==> src/ocm_pkg.sv <==
// Register map, reset values, field positions and timing counts of the latency and monitor bank.
`default_nettype none
package ocm_pkg;
  // Register offsets on the serial management register port.
  localparam logic [7:0] ADDR_SKEW_MID   = 8'h0e;
  localparam logic [7:0] ADDR_SKEW_LOW   = 8'h0f;
  localparam logic [7:0] ADDR_COARSE     = 8'h10;
  localparam logic [7:0] ADDR_FINE_HIGH  = 8'h11;
  localparam logic [7:0] ADDR_FINE_LOW   = 8'h12;
  localparam logic [7:0] ADDR_MONITOR    = 8'h13;
  localparam logic [7:0] ADDR_ROUTING    = 8'h14;
  localparam logic [7:0] READ_UNMAPPED   = 8'h00;

  // Reset values.
  localparam logic [7:0] RST_SKEW_MID    = 8'h00;
  localparam logic [7:0] RST_SKEW_LOW    = 8'h00;
  localparam logic [7:0] RST_COARSE      = 8'h00;
  localparam logic [7:0] RST_FINE_HIGH   = 8'h80;
  localparam logic [7:0] RST_FINE_LOW    = 8'h00;
  localparam logic [7:0] RST_MONITOR     = 8'h2c;
  localparam logic [7:0] RST_ROUTING     = 8'h3c;

  // Field positions.
  localparam int FINE_COMMIT_BIT   = 7;
  localparam int FINE_HIGH_MSB     = 6;
  localparam int OFFSET_EN_BIT     = 7;
  localparam int THRESHOLD_LSB     = 5;
  localparam int CLEAR_DELAY_LSB   = 3;
  localparam int ONESHOT_LSB       = 0;
  localparam int ROUTE_ALARM_BIT   = 5;
  localparam int ROUTE_FAULT_LSB   = 2;
  localparam int ROUTE_LOCK_BIT    = 1;
  localparam int ROUTE_INT_BIT     = 0;
  localparam logic [7:0] ROUTING_WRITE_MASK = 8'h3f;
  localparam logic [2:0] FEEDBACK_DIV_OFF   = 3'h0;

  // Timing: reference clock period and derived cycles per unit.
  localparam int CLK_PERIOD_NS  = 25;
  localparam int CYC_PER_US     = 1000 / CLK_PERIOD_NS;
  localparam int CYC_PER_MS     = 1000000 / CLK_PERIOD_NS;

  // Alarm clear delays, one per code.
  localparam int CLEAR_DELAY0_MS = 2;
  localparam int CLEAR_DELAY1_MS = 100;
  localparam int CLEAR_DELAY2_MS = 200;
  localparam int CLEAR_DELAY3_MS = 13000;
  localparam int CLEAR_DELAY0_CYC = CLEAR_DELAY0_MS * CYC_PER_MS;
  localparam int CLEAR_DELAY1_CYC = CLEAR_DELAY1_MS * CYC_PER_MS;
  localparam int CLEAR_DELAY2_CYC = CLEAR_DELAY2_MS * CYC_PER_MS;
  localparam int CLEAR_DELAY3_CYC = CLEAR_DELAY3_MS * CYC_PER_MS;

  // Lock one-shot interval at code 000; each code step halves it.
  localparam int ONESHOT_BASE_US  = 106000;
  localparam int ONESHOT_BASE_CYC = ONESHOT_BASE_US * CYC_PER_US;

  // Coarse phase ramp: a full 256-step swing takes at most 20 seconds.
  localparam int RAMP_TOTAL_MS   = 20000;
  localparam int RAMP_STEPS      = 256;
  localparam int RAMP_STEP_CYC   = RAMP_TOTAL_MS * CYC_PER_MS / RAMP_STEPS;
endpackage
`default_nettype wire

==> src/ocm_output_latency_monitor.sv <==
// Output latency, frame skew and clock monitor configuration bank with its applied values.
//
// Functional notes
// - Coarse phase delays outputs when pin control off.
// - Coarse phase is two's complement, -128..+127.
// - Coarse phase change ramps gradually, up to 20s.
// - Feedback divider 000 freezes coarse phase.
// - Fine latency is 15 bits across two registers.
// - Commit low holds previously captured fine latency.
// - Commit high takes fine latency from registers.
// - Fine latency high register resets to 0x80.
// - Global enable gates per-input offset detection.
// - Two-bit code selects offset detection threshold.
// - Input valid for selected time clears alarm.
// - Phase slips retrigger lock one-shot, halving intervals.
// - Monitor configuration register resets to 0x2c.
// - Routing register: six enables, resets 0x3c.
// - Skew and coarse registers reset to zero.
// - Frame skew delays frame sync in output periods.
// - Skew commit low holds previously captured skew.
// - Pin select low ignores increment/decrement inputs.
// - Interrupt routing overrides alarm; none tristates.
`default_nettype none
module ocm_output_latency_monitor #(
  parameter int CLEAR_DELAY0 = ocm_pkg::CLEAR_DELAY0_CYC,
  parameter int CLEAR_DELAY1 = ocm_pkg::CLEAR_DELAY1_CYC,
  parameter int CLEAR_DELAY2 = ocm_pkg::CLEAR_DELAY2_CYC,
  parameter int CLEAR_DELAY3 = ocm_pkg::CLEAR_DELAY3_CYC,
  parameter int ONESHOT_BASE = ocm_pkg::ONESHOT_BASE_CYC,
  parameter int RAMP_STEP    = ocm_pkg::RAMP_STEP_CYC
) (
  input  wire logic        ref_clk,
  input  wire logic        rstn,
  input  wire logic        regWrEn,
  input  wire logic        regRdEn,
  input  wire logic [7:0]  regAddr,
  input  wire logic [7:0]  regWrData,
  output logic      [7:0]  regRdData,
  input  wire logic        frameDelayCommit,
  input  wire logic        frameDelayBit16,
  input  wire logic        phaseStepPinSelect,
  input  wire logic [2:0]  feedbackHighSpeedDivider,
  input  wire logic        phaseIncPin,
  input  wire logic        phaseDecPin,
  input  wire logic [3:0]  offsetDetectInputEnable,
  input  wire logic [3:0]  offsetRaw,
  input  wire logic [3:0]  inputValid,
  input  wire logic        phaseSlip,
  input  wire logic        interruptStatus,
  output logic      [16:0] frameSyncDelay,
  output logic      [14:0] fineLatencyValue,
  output logic      [7:0]  coarsePhaseApplied,
  output logic      [3:0]  offsetDetectEnable,
  output logic      [1:0]  offsetDetectThreshold,
  output logic      [3:0]  frequencyOffsetAlarm,
  output logic      [3:0]  inputAlarm,
  output logic             lockLoss,
  output logic             alarmPinOut,
  output logic             alarmPinOe,
  output logic      [2:0]  faultPinOut,
  output logic      [2:0]  faultPinOe,
  output logic             lockLossPinOut,
  output logic             lockLossPinOe
);

  // Stored register bytes, one flop bank per mapped address.
  logic [7:0]  skewMid_q;
  logic [7:0]  skewLow_q;
  logic [7:0]  coarse_q;
  logic [7:0]  fineHigh_q;
  logic [7:0]  fineLow_q;
  logic [7:0]  monitor_q;
  logic [7:0]  routing_q;
  logic [7:0]  rdData_d;
  // Synchroniser, edge-history and slow-timer state.
  logic        incSync0_q;
  logic        incSync1_q;
  logic        incPrev_q;
  logic        decSync0_q;
  logic        decSync1_q;
  logic        decPrev_q;
  logic        incRise;
  logic        decRise;
  logic [21:0] rampCnt_q;
  logic [22:0] lockCnt_q;
  logic [22:0] lockLoad;
  logic [29:0] clearLimit;
  logic        anyAlarm;

  // Register writes; unmapped addresses are ignored.
  always_ff @(posedge ref_clk) begin
    if (!rstn) begin
      skewMid_q  <= ocm_pkg::RST_SKEW_MID;
      skewLow_q  <= ocm_pkg::RST_SKEW_LOW;
      coarse_q   <= ocm_pkg::RST_COARSE;
      fineHigh_q <= ocm_pkg::RST_FINE_HIGH;
      fineLow_q  <= ocm_pkg::RST_FINE_LOW;
      monitor_q  <= ocm_pkg::RST_MONITOR;
      routing_q  <= ocm_pkg::RST_ROUTING;
    end else if (regWrEn) begin
      // Bytes are stored as written, routing masked to its six bits; applied skew and fine latency are taken elsewhere under commit.
      // A read in the same cycle returns the byte from before this write.
      case (regAddr)
        ocm_pkg::ADDR_SKEW_MID:  skewMid_q  <= regWrData;
        ocm_pkg::ADDR_SKEW_LOW:  skewLow_q  <= regWrData;
        ocm_pkg::ADDR_COARSE:    coarse_q   <= regWrData;
        ocm_pkg::ADDR_FINE_HIGH: fineHigh_q <= regWrData;
        ocm_pkg::ADDR_FINE_LOW:  fineLow_q  <= regWrData;
        ocm_pkg::ADDR_MONITOR:   monitor_q  <= regWrData;
        ocm_pkg::ADDR_ROUTING:   routing_q  <= regWrData & ocm_pkg::ROUTING_WRITE_MASK;
        default:                 ;
      endcase
    end
  end

  // Read mux; an unmapped address reads as zero.
  // Decoding the raw address keeps the read latency at one cycle.
  always_comb begin
    case (regAddr)
      ocm_pkg::ADDR_SKEW_MID:  rdData_d = skewMid_q;
      ocm_pkg::ADDR_SKEW_LOW:  rdData_d = skewLow_q;
      ocm_pkg::ADDR_COARSE:    rdData_d = coarse_q;
      ocm_pkg::ADDR_FINE_HIGH: rdData_d = fineHigh_q;
      ocm_pkg::ADDR_FINE_LOW:  rdData_d = fineLow_q;
      ocm_pkg::ADDR_MONITOR:   rdData_d = monitor_q;
      ocm_pkg::ADDR_ROUTING:   rdData_d = routing_q;
      default:                 rdData_d = ocm_pkg::READ_UNMAPPED;
    endcase
  end

  // Read data is captured on the read strobe and held until the next read.
  // Holding the byte lets a slow host fetch it at leisure after the strobe.
  always_ff @(posedge ref_clk) begin
    if (!rstn) begin
      regRdData <= ocm_pkg::READ_UNMAPPED;
    end else if (regRdEn) begin
      regRdData <= rdData_d;
    end
  end

  // Applied frame skew follows the bytes only while committed, so half-written values never leak.
  // Bit 16 lives outside this bank, so the host must keep it steady while committed.
  always_ff @(posedge ref_clk) begin
    if (!rstn) begin
      frameSyncDelay <= '0;
    end else if (frameDelayCommit) begin
      frameSyncDelay <= {frameDelayBit16, skewMid_q, skewLow_q};
    end
  end

  // Applied fine latency, captured from both registers while the commit bit is set.
  // Reset leaves the commit bit set, so the applied value tracks the zero bytes at once.
  always_ff @(posedge ref_clk) begin
    if (!rstn) begin
      fineLatencyValue <= '0;
    end else if (fineHigh_q[ocm_pkg::FINE_COMMIT_BIT]) begin
      fineLatencyValue <= {fineHigh_q[ocm_pkg::FINE_HIGH_MSB:0], fineLow_q};
    end
    // the host brackets its writes with the commit bit.
  end

  // Two-flop synchronisers for the asynchronous step pins, plus an edge history flop.
  // Only the second flop feeds logic, since the first may go metastable.
  // Pulses shorter than one clock period may be missed; the pins suit slow controls.
  always_ff @(posedge ref_clk) begin
    if (!rstn) begin
      incSync0_q <= 1'b0;
      incSync1_q <= 1'b0;
      incPrev_q  <= 1'b0;
      decSync0_q <= 1'b0;
      decSync1_q <= 1'b0;
      decPrev_q  <= 1'b0;
    end else begin
      incSync0_q <= phaseIncPin;
      incSync1_q <= incSync0_q;
      incPrev_q  <= incSync1_q;
      decSync0_q <= phaseDecPin;
      decSync1_q <= decSync0_q;
      decPrev_q  <= decSync1_q;
    end
  end

  // The history flop turns each synced rising edge into a one-cycle step request.
  assign incRise = incSync1_q & ~incPrev_q;
  assign decRise = decSync1_q & ~decPrev_q;

  // Coarse phase: slow ramp toward the register, or pin stepping when pins are selected.
  // The ramp keeps output clocks free of phase hits at the cost of a long settle time.
  // The ramp counter restarts in every other mode, so a later ramp gets a full interval.
  always_ff @(posedge ref_clk) begin
    if (!rstn) begin
      coarsePhaseApplied <= ocm_pkg::RST_COARSE;
      rampCnt_q          <= '0;
    end else if (feedbackHighSpeedDivider == ocm_pkg::FEEDBACK_DIV_OFF) begin
      rampCnt_q <= '0;
    end else if (phaseStepPinSelect) begin
      // Pin mode leaves the register alone; only synced edges move the phase.
      rampCnt_q <= '0;
      // Both pins in one cycle cancel; steps saturate at the signed limits.
      if (incRise && !decRise && $signed(coarsePhaseApplied) != 8'sh7f) begin
        coarsePhaseApplied <= coarsePhaseApplied + 8'h01;
      end else if (decRise && !incRise && $signed(coarsePhaseApplied) != -8'sh80) begin
        coarsePhaseApplied <= coarsePhaseApplied - 8'h01;
      end
    end else if (coarsePhaseApplied == coarse_q) begin
      rampCnt_q <= '0;
    end else if (rampCnt_q >= 22'(RAMP_STEP - 1)) begin
      rampCnt_q <= '0;
      if ($signed(coarse_q) > $signed(coarsePhaseApplied)) begin
        coarsePhaseApplied <= coarsePhaseApplied + 8'h01;
      end else begin
        coarsePhaseApplied <= coarsePhaseApplied - 8'h01;
      end
    end else begin
      rampCnt_q <= rampCnt_q + 22'h000001;
    end
  end

  // Offset detection enables and threshold, registered for the monitor.
  // The alarm uses last cycle's enables, so a change shows one cycle later.
  always_ff @(posedge ref_clk) begin
    if (!rstn) begin
      offsetDetectEnable    <= '0;
      offsetDetectThreshold <= ocm_pkg::RST_MONITOR[ocm_pkg::THRESHOLD_LSB +: 2];
      frequencyOffsetAlarm  <= '0;
    end else begin
      offsetDetectEnable    <= {4{monitor_q[ocm_pkg::OFFSET_EN_BIT]}} & offsetDetectInputEnable;
      offsetDetectThreshold <= monitor_q[ocm_pkg::THRESHOLD_LSB +: 2];
      frequencyOffsetAlarm  <= offsetRaw & offsetDetectEnable;
    end
  end

  // Clear delay limit for the selected code.
  // Limits are cycle counts, so they hold only at the nominal reference clock rate.
  always_comb begin
    case (monitor_q[ocm_pkg::CLEAR_DELAY_LSB +: 2])
      2'h0:    clearLimit = 30'(CLEAR_DELAY0);
      2'h1:    clearLimit = 30'(CLEAR_DELAY1);
      2'h2:    clearLimit = 30'(CLEAR_DELAY2);
      default: clearLimit = 30'(CLEAR_DELAY3);
    endcase
  end

  // One validation timer per input; any invalid cycle restarts the wait.
  // A code change mid-count compares the running count with the new limit.
  for (genvar i = 0; i < 4; i++) begin : g_valid
    logic [29:0] validCnt_q;
    always_ff @(posedge ref_clk) begin
      if (!rstn) begin
        inputAlarm[i] <= 1'b1;
        validCnt_q    <= '0;
      end else if (!inputValid[i]) begin
        inputAlarm[i] <= 1'b1;
        validCnt_q    <= '0;
      end else if (inputAlarm[i]) begin
        if (validCnt_q >= clearLimit - 30'h1) begin
          inputAlarm[i] <= 1'b0;
          validCnt_q    <= '0;
        end else begin
          validCnt_q <= validCnt_q + 30'h1;
        end
      end
    end
  end

  // Lock one-shot length: base interval shifted right by the code.
  // Shifting halves exactly for the default base, so even the shortest interval lands on nominal.
  assign lockLoad = 23'(ONESHOT_BASE) >> monitor_q[ocm_pkg::ONESHOT_LSB +: 3];

  // Each phase slip reloads the one-shot; lock is lost while it runs.
  // A slip inside a running interval restarts it; lock returns after a quiet interval.
  always_ff @(posedge ref_clk) begin
    if (!rstn) begin
      lockCnt_q <= '0;
      lockLoss  <= 1'b0;
    end else if (phaseSlip) begin
      lockCnt_q <= lockLoad;
      lockLoss  <= 1'b1;
    end else if (lockCnt_q > 23'h1) begin
      // Count down quietly until the interval runs out.
      lockCnt_q <= lockCnt_q - 23'h1;
    end else begin
      lockCnt_q <= '0;
      lockLoss  <= 1'b0;
    end
  end

  // Any input in alarm raises the shared alarm status.
  assign anyAlarm = |inputAlarm;

  // Status pin routing; a disabled pin has its enable low and drives zero.
  // Driving zero keeps internal nets defined; the low enable tristates the pad.
  // Fault pins cover inputs one to three; the fourth input has no pin of its own.
  always_ff @(posedge ref_clk) begin
    if (!rstn) begin
      alarmPinOut    <= 1'b0;
      alarmPinOe     <= 1'b0;
      faultPinOut    <= '0;
      faultPinOe     <= '0;
      lockLossPinOut <= 1'b0;
      lockLossPinOe  <= 1'b0;
    end else begin
      if (routing_q[ocm_pkg::ROUTE_INT_BIT]) begin
        alarmPinOut <= interruptStatus;
        alarmPinOe  <= 1'b1;
      end else if (routing_q[ocm_pkg::ROUTE_ALARM_BIT]) begin
        alarmPinOut <= anyAlarm;
        alarmPinOe  <= 1'b1;
      end else begin
        alarmPinOut <= 1'b0;
        alarmPinOe  <= 1'b0;
      end
      faultPinOe     <= routing_q[ocm_pkg::ROUTE_FAULT_LSB +: 3];
      faultPinOut    <= inputAlarm[2:0] & routing_q[ocm_pkg::ROUTE_FAULT_LSB +: 3];
      lockLossPinOe  <= routing_q[ocm_pkg::ROUTE_LOCK_BIT];
      lockLossPinOut <= lockLoss & routing_q[ocm_pkg::ROUTE_LOCK_BIT];
    end
  end

endmodule
`default_nettype wire

==> config.mk <==
export PLATFORM = sky130hd
export DESIGN_NAME = ocm_output_latency_monitor
export DESIGN_NICKNAME = d
export VERILOG_FILES = /design/src/ocm_pkg.sv /design/src/ocm_output_latency_monitor.sv
export SDC_FILE = /design/constraint.sdc
export NUM_CORES = 1
export LEC_CHECK = 0
export BUFFER_PORTS_ARGS = -buffer_cell sky130_fd_sc_hd__buf_2
export CAP_MARGIN = 20
export CORE_MARGIN = 5
export CORE_UTILIZATION = 65
export DETAILED_ROUTE_END_ITERATION = 8
export HOLD_SLACK_MARGIN = 0.15
export PLACE_DENSITY = 0.85
export SYNTH_ARGS = -nofsm -noshare
export SYNTH_HDL_FRONTEND = slang
export SYNTH_SLANG_ARGS = --single-unit
==> constraint.sdc <==
create_clock -name ref_clk -period 5.05 [get_ports ref_clk]
set_input_delay 1.01 -clock ref_clk [delete_from_list [all_inputs] [get_ports ref_clk]]
set_output_delay 1.01 -clock ref_clk [all_outputs]
set_load 0.01 [all_outputs]
==> results of run 1 <==
sequential cells by signal, indices dropped and copies added (netlist names), 2 cells and up:
register / flops
fineLatencyValue: 15
skewMid_q: 8
monitor_q: 8
skewLow_q: 8
fineHigh_q: 8
regRdData: 8
frameSyncDelay: 17
faultPinOut: 3
routing_q: 6
coarsePhaseApplied: 8
g_valid.validCnt_q: 120
coarse_q: 8
offsetDetectEnable: 4
frequencyOffsetAlarm: 4
rampCnt_q: 22
offsetDetectThreshold: 2
faultPinOe: 3
lockCnt_q: 23
inputAlarm: 4
fineLow_q: 8
cells by family after synthesis:
family / after synthesis
AOI/OAI and AO/OA: 330
other: 1
adders and majority gates: 110
buffers and inverters: 137
and+or+nand+nor: 762
muxes: 120
xor gates and xnor gates: 58
DFF: 298
cell type report:
class	instances	area share, %
multi-input combinational	1400	53.5
sequential	298	33.1
clock buffer	48	5.59
timing repair buffer	124	3.64
tap	324	2.25
inverter	61	1.27
clock inverter	12	0.687
final timing paths:
path,startpoint,to,slack [ns]
worst max-delay path,monitor_q[3],g_valid[2].validCnt_q[27],0.96
worst max register to register,monitor_q[3],g_valid[2].validCnt_q[27],0.96
worst min-delay path,incSync0_q,incSync1_q,0.45
worst min register to register,incSync0_q,incSync1_q,0.45
synthesized netlist by cell type (all sizes together), types with 10 or more instances:
cell / n
or2: 11
a22o: 26
nand2b: 11
nand4: 37
a221o: 32
clkbuf: 48
and3: 72
nand3: 109
and4: 12
nor2: 133
nor3: 24
a21oi: 94
nor2b: 116
mux2i: 107
nand3b: 15
o21ai: 59
xor2: 29
or3: 16
a21o: 32
nor4: 14
and2: 37
xnor2: 29
dfxtp: 298
ha: 110
nand2: 141
a22oi: 14
inv: 61
a21boi: 10
buf: 28
per-layer routing:
| metal | part of all wire, % | vias up | global-route usage (%) |
|---|---|---|---|
| li1 | - | 6739 | - |
| met1 | 43 | 6719 | 35.1 |
| met2 | 48 | 483 | 48.2 |
| met3 | 5.8 | 109 | 4.48 |
| met4 | 3.3 | 0 | 10.5 |
| met5 | 0 | - | 0 |
through the flow:
step	hold slack (ns)	std cells	cell area (µm²)	utilization, %
CTS	0.454	2266	18000	74.0
global placement	0.419	2206	16900	69.4
floorplan	0.412	1835	16100	-
detailed placement	0.422	2206	16900	69.4
finish	0.449	2267	18000	74.1
global route	0.455	2267	18000	74.1
where the power goes:
part / leakage [nW] / internal, mW / switching (mW)
clock: 0.551 / 1.50 / 0.999
sequential: 2.41 / 2.40 / 0.0661
combinational: 4.89 / 0.282 / 0.399
worst reg2reg max path: cells and delay by family, from the launching register on:
| family | cells | cell delay [ns] |
|---|---|---|
| AO/OA/AOI/OAI | 2 | 0.67 |
| adder cells (fa/ha/maj) | 1 | 0.31 |
| buffers and inverters | 2 | 0.65 |
| flip-flops | 1 | 0.75 |
| AND/OR/NAND/NOR | 6 | 1.56 |
==> flow_summary.toml, run 1 <==
[status]
status = "finished clean"

[setup_path]
arrival_ns = 4.48
path_buf_inv = 2
slowest_delay_ns = 0.75
crit_chain = "nand2_1 > buf_4 > ha_1 > nand4_1 > or2_2 > nor4_1 > a21boi_1 > nor3_4 > buf_4 > and3b_1 > a211o_1"
startpoint_type = "flip-flop"
crit_family = "simple AND/OR/NAND/NOR gates"
cp_num_cells = 11
critPathRequiredTime_ns = 5.44
critPathSlowestCell = "dfxtp_1"
path_class = "flip-flop to flip-flop"
worst-path-max-fanout = 50
end_kind = "flip-flop"
cp_common_cell = "buf_4"
r2r_cells = 11

[detailed_routing]
first_pass_iters = 8
finalWirelength_um = 40300
ant_nets = 0
drc = 0
drtIter0Drc = 1431
vias = 14100
post_drt_wl_per_cell_um = 17.8
via_per_inst = 6.20

[logic_synthesis]
synth-xor-area-share_pct = 3.16
async_reset_ff_share_pct = 0
ys_types = 77
synth_fa_ha_area_share_pct = 8.56
syn_inst = 1816
synth_edf_count = 0
synthSimpleGateAreaFrac_pct = 25.4
yosysSeqAreaShare_pct = 37.1
synth_top_area_share_pct = 37.1
ys_warn_count = 0
avgSynthCellArea_um2 = 8.85
yosysTopAreaCell = "dfxtp_1"
synth-seq-cells = 298
syn_area_um2 = 16100
synth_mux_area_share_pct = 8.16
synth-compound-area-share_pct = 14.1
synth.area.top_cells = "dfxtp_1 (37%), ha_1 (8.6%), mux2i_1 (6.7%)"
synth_flop_cell = "dfxtp_1"
synth_top_family_by_area = "simple AND/OR/NAND/NOR gates"

[grt]
grt_antenna_before_repair = 0
overflow = 0
grt.total_usage_pct = 27.9
grt_pass1_wl_um = 67000
grt_max_degree = 91
grt_pass1_vias = 13800

[clocking]
clockRootBuffer = "clkbuf_16"
cts_hold_buf = 0
post_cts_resized = 0
cts_tree = "built"
cts.path.max_buffers = 3
clk_latency_ns = 0.51
ctsHtreeMaxLevel = 2
cts_buffers = 34
path_clk_slew_ns = 0.06
post_cts_buffers = 0
cts_sinks = 298

[placed_design]
hpwl_um = 27500
dp_slack_ns = 1.04
gp_congestion = 0.883
port_buffers = 114

[sta]
finalCriticalPeriod_ns = 4.09
clock_skew_ns = 0.0127
rsz0062_at_grt = "false"
tns_ns = 0
slew_violations = 0
layout_setup_ws_ns = 0.962
finalHoldViolations = 0
finalSetupViolCount = 0
max_freq_ghz = 0.245
relSlewSlack_pct = 22.3
tightest_slew_ns = 1.16
fin_crit_sh_pct = 80.9

[job]
drv_cap = 0

[cells_and_area]
drive_gt1_share_pct = 11.1
num-nets-final = 2071
multi_input_area_um2 = 9630
final_common_cell = "dfxtp_1"
area_growth_pct = 12.1
seq_area_um2 = 5970
nFillCells = 1744
insertedDiodeCount = 0
layout_common_cells = "dfxtp_1 (298), nand2_1 (141), nor2_1 (130)"

[die]
dieArea_um2 = 28000
rows = 57
initial_core_util_pct = 66.1
pin_count = 115
fp.dieW_um = 167
dieHeight_um = 167
core_area_um2 = 24300

[power]
power_mw = 5.65
ir_drop_mv = 0.306
leakage_nw = 7.85
power-per-cell-area_nw_per_um2 = 313

[min_path]
hold_depth = 1
hold_class = "flip-flop to flip-flop"
No activity file was read; power rests on OpenSTA's default activity.
==> run 2, diff against run 1 <==
--- a/config.mk
+++ b/config.mk
@@ -8,10 +8,10 @@
 export BUFFER_PORTS_ARGS = -buffer_cell sky130_fd_sc_hd__buf_2
 export CAP_MARGIN = 20
 export CORE_MARGIN = 5
-export CORE_UTILIZATION = 65
+export CORE_UTILIZATION = 61
 export DETAILED_ROUTE_END_ITERATION = 8
 export HOLD_SLACK_MARGIN = 0.15
-export PLACE_DENSITY = 0.85
+export PLACE_DENSITY = 0.81
 export SYNTH_ARGS = -nofsm -noshare
 export SYNTH_HDL_FRONTEND = slang
 export SYNTH_SLANG_ARGS = --single-unit
==> constraint.sdc (replaced) <==
create_clock -name ref_clk -period 4 [get_ports ref_clk]
set_input_delay 0.8 -clock ref_clk [delete_from_list [all_inputs] [get_ports ref_clk]]
set_output_delay 0.8 -clock ref_clk [all_outputs]
set_load 0.01 [all_outputs]
==> run 2 against run 1 <==
  * Count of clock-buffer cells in the layout unchanged
  * Critical endpoint is now g_valid[0].validCnt_q[20]
  * Total power up 26%
  * Sequential share of layout area down 0.10 points
  * Largest cell class unchanged
  * Via count down 0.88%
  * Highest routed layer unchanged
==> flow_summary.toml, run 2 (synthesis gave the netlist of run 1 again) <==
[detailed_routing]
ant_nets = 0
drc = 0
via_per_inst = 6.10
first_pass_iters = 6
drtIter0Drc = 1131
vias = 13900
post_drt_wl_per_cell_um = 17.3
finalWirelength_um = 39500

[setup_path]
worst-path-max-fanout = 42
end_kind = "flip-flop"
arrival_ns = 3.86
critPathRequiredTime_ns = 4.45
path_class = "flip-flop to flip-flop"
crit_start = "monitor_q[3]"
r2r-start = "monitor_q[3]"
reg2reg_slack_ns = 0.59
startpoint_type = "flip-flop"

[die]
pin_count = 115
fp.dieW_um = 172
rows = 59
dieArea_um2 = 29700
dieHeight_um = 172
initial_core_util_pct = 61.9
core_area_um2 = 26000

[cells_and_area]
largest_register_ffs = 120
insertedDiodeCount = 0
multi_input_area_um2 = 9630
nFillCells = 2031
fin_area_um2 = 18100
utilization_pct = 69.6
num-nets-final = 2077
seq_area_um2 = 5970
area_growth_pct = 12.5
largest_register = "g_valid.validCnt_q"
layout_common_cells = "dfxtp_1 (298), nand2_1 (141), nor2_1 (130)"
drive_gt1_share_pct = 11.6
largest_registers = "g_valid.validCnt_q (120), lockCnt_q (23), rampCnt_q (22)"
final_common_cell = "dfxtp_1"

[placed_design]
place_area_um2 = 16900
gp_congestion = 0.898
dp_slack_ns = 0.685
hpwl_um = 27800
port_buffers = 114

[clocking]
ctsHtreeMaxLevel = 2
cts_sinks = 298
cts_buffers = 34
clockRootBuffer = "clkbuf_16"
clk_latency_ns = 0.51
path_clk_slew_ns = 0.06
post_cts_resized = 0
cts_hold_buf = 0
post_cts_buffers = 0
cts_tree = "built"
cts.path.max_buffers = 3

[grt]
grt_max_degree = 113
overflow = 0
grt_pass1_vias = 13300
grt_antenna_before_repair = 0
grt_pass1_wl_um = 65300
grt.total_usage_pct = 26.1

[sta]
tns_ns = 0
slew_violations = 0
finalCriticalPeriod_ns = 3.41
relSlewSlack_pct = 29.7
rsz0062_at_grt = "false"
tightest_slew_ns = 1.05
fin_crit_sh_pct = 85.4
layout_setup_ws_ns = 0.586
clock_skew_ns = 0.0110
max_freq_ghz = 0.293
finalSetupViolCount = 0
finalHoldViolations = 0

[power]
power_mw = 7.09
power-per-cell-area_nw_per_um2 = 392
leakage_nw = 7.88
ir_drop_mv = 0.431

[min_path]
hold_start = "decSync0_q"
hold_class = "flip-flop to flip-flop"

[job]
drv_cap = 0

[status]
status = "finished clean"
-- run 2: changes by cell type in the layout (fill, tap and decap cells not counted), sizes merged --
cell / change
clkinv: +1
buf: +6
clkinvlp: +1
bufinv: -2
-- run 2: per-stage QoR --
step,hold slack (ns),cells
floorplan,0.412,1835
global placement,0.418,2224
detailed placement,0.428,2224
CTS,0.445,2284
global route,0.446,2284
finish,0.435,2284
-- run 2: power breakdown --
| part | leakage, nW | total, mW | switching (mW) | internal [mW] |
|---|---|---|---|---|
| Combinational | 4.92 | 0.871 | 0.512 | 0.360 |
| Clock | 0.556 | 3.10 | 1.25 | 1.85 |
| Sequential | 2.41 | 3.11 | 0.0823 | 3.03 |
-- run 2: critical path, cell delays in order (launching register included) --
cell	delay, ns
dfxtp_1	0.34
inv_1	0.11
nand2_1	0.16
inv_1	0.51
ha_1	0.37
nand3_1	0.13
a21oi_1	0.05
a211oi_1	0.23
o221a_2	0.23
and3_1	0.41
buf_4	0.44
and3_1	0.25
a221o_1	0.10
-- run 2: routing by layer --
| layer | global-route usage [%] | wire length (µm) | up-vias |
|---|---|---|---|
| met2 | 44.7 | 18800 | 483 |
| met5 | 0 | 0 | - |
| met4 | 9.60 | 1410 | 0 |
| met1 | 33.8 | 16800 | 6585 |
| li1 | - | - | 6762 |
| met3 | 3.48 | 2370 | 97 |
-- run 2: path summary, 6_finish.rpt --
path                                    end  cells past startpoint
setup / recovery  g_valid[0].validCnt_q[20]                     12
hold / removal                   decSync1_q                      1
setup reg to reg  g_valid[0].validCnt_q[20]                     12
hold reg to reg                  decSync1_q                      1
-- run 2: layout make-up --
class	count	share of cell area (%)
Clock buffer	48	5.85
Inverter	61	1.27
Multi-Input combinational cell	1400	53.3
Timing Repair Buffer	130	3.83
Tap cell	335	2.32
Clock inverter	12	0.429
Sequential cell	298	33.0
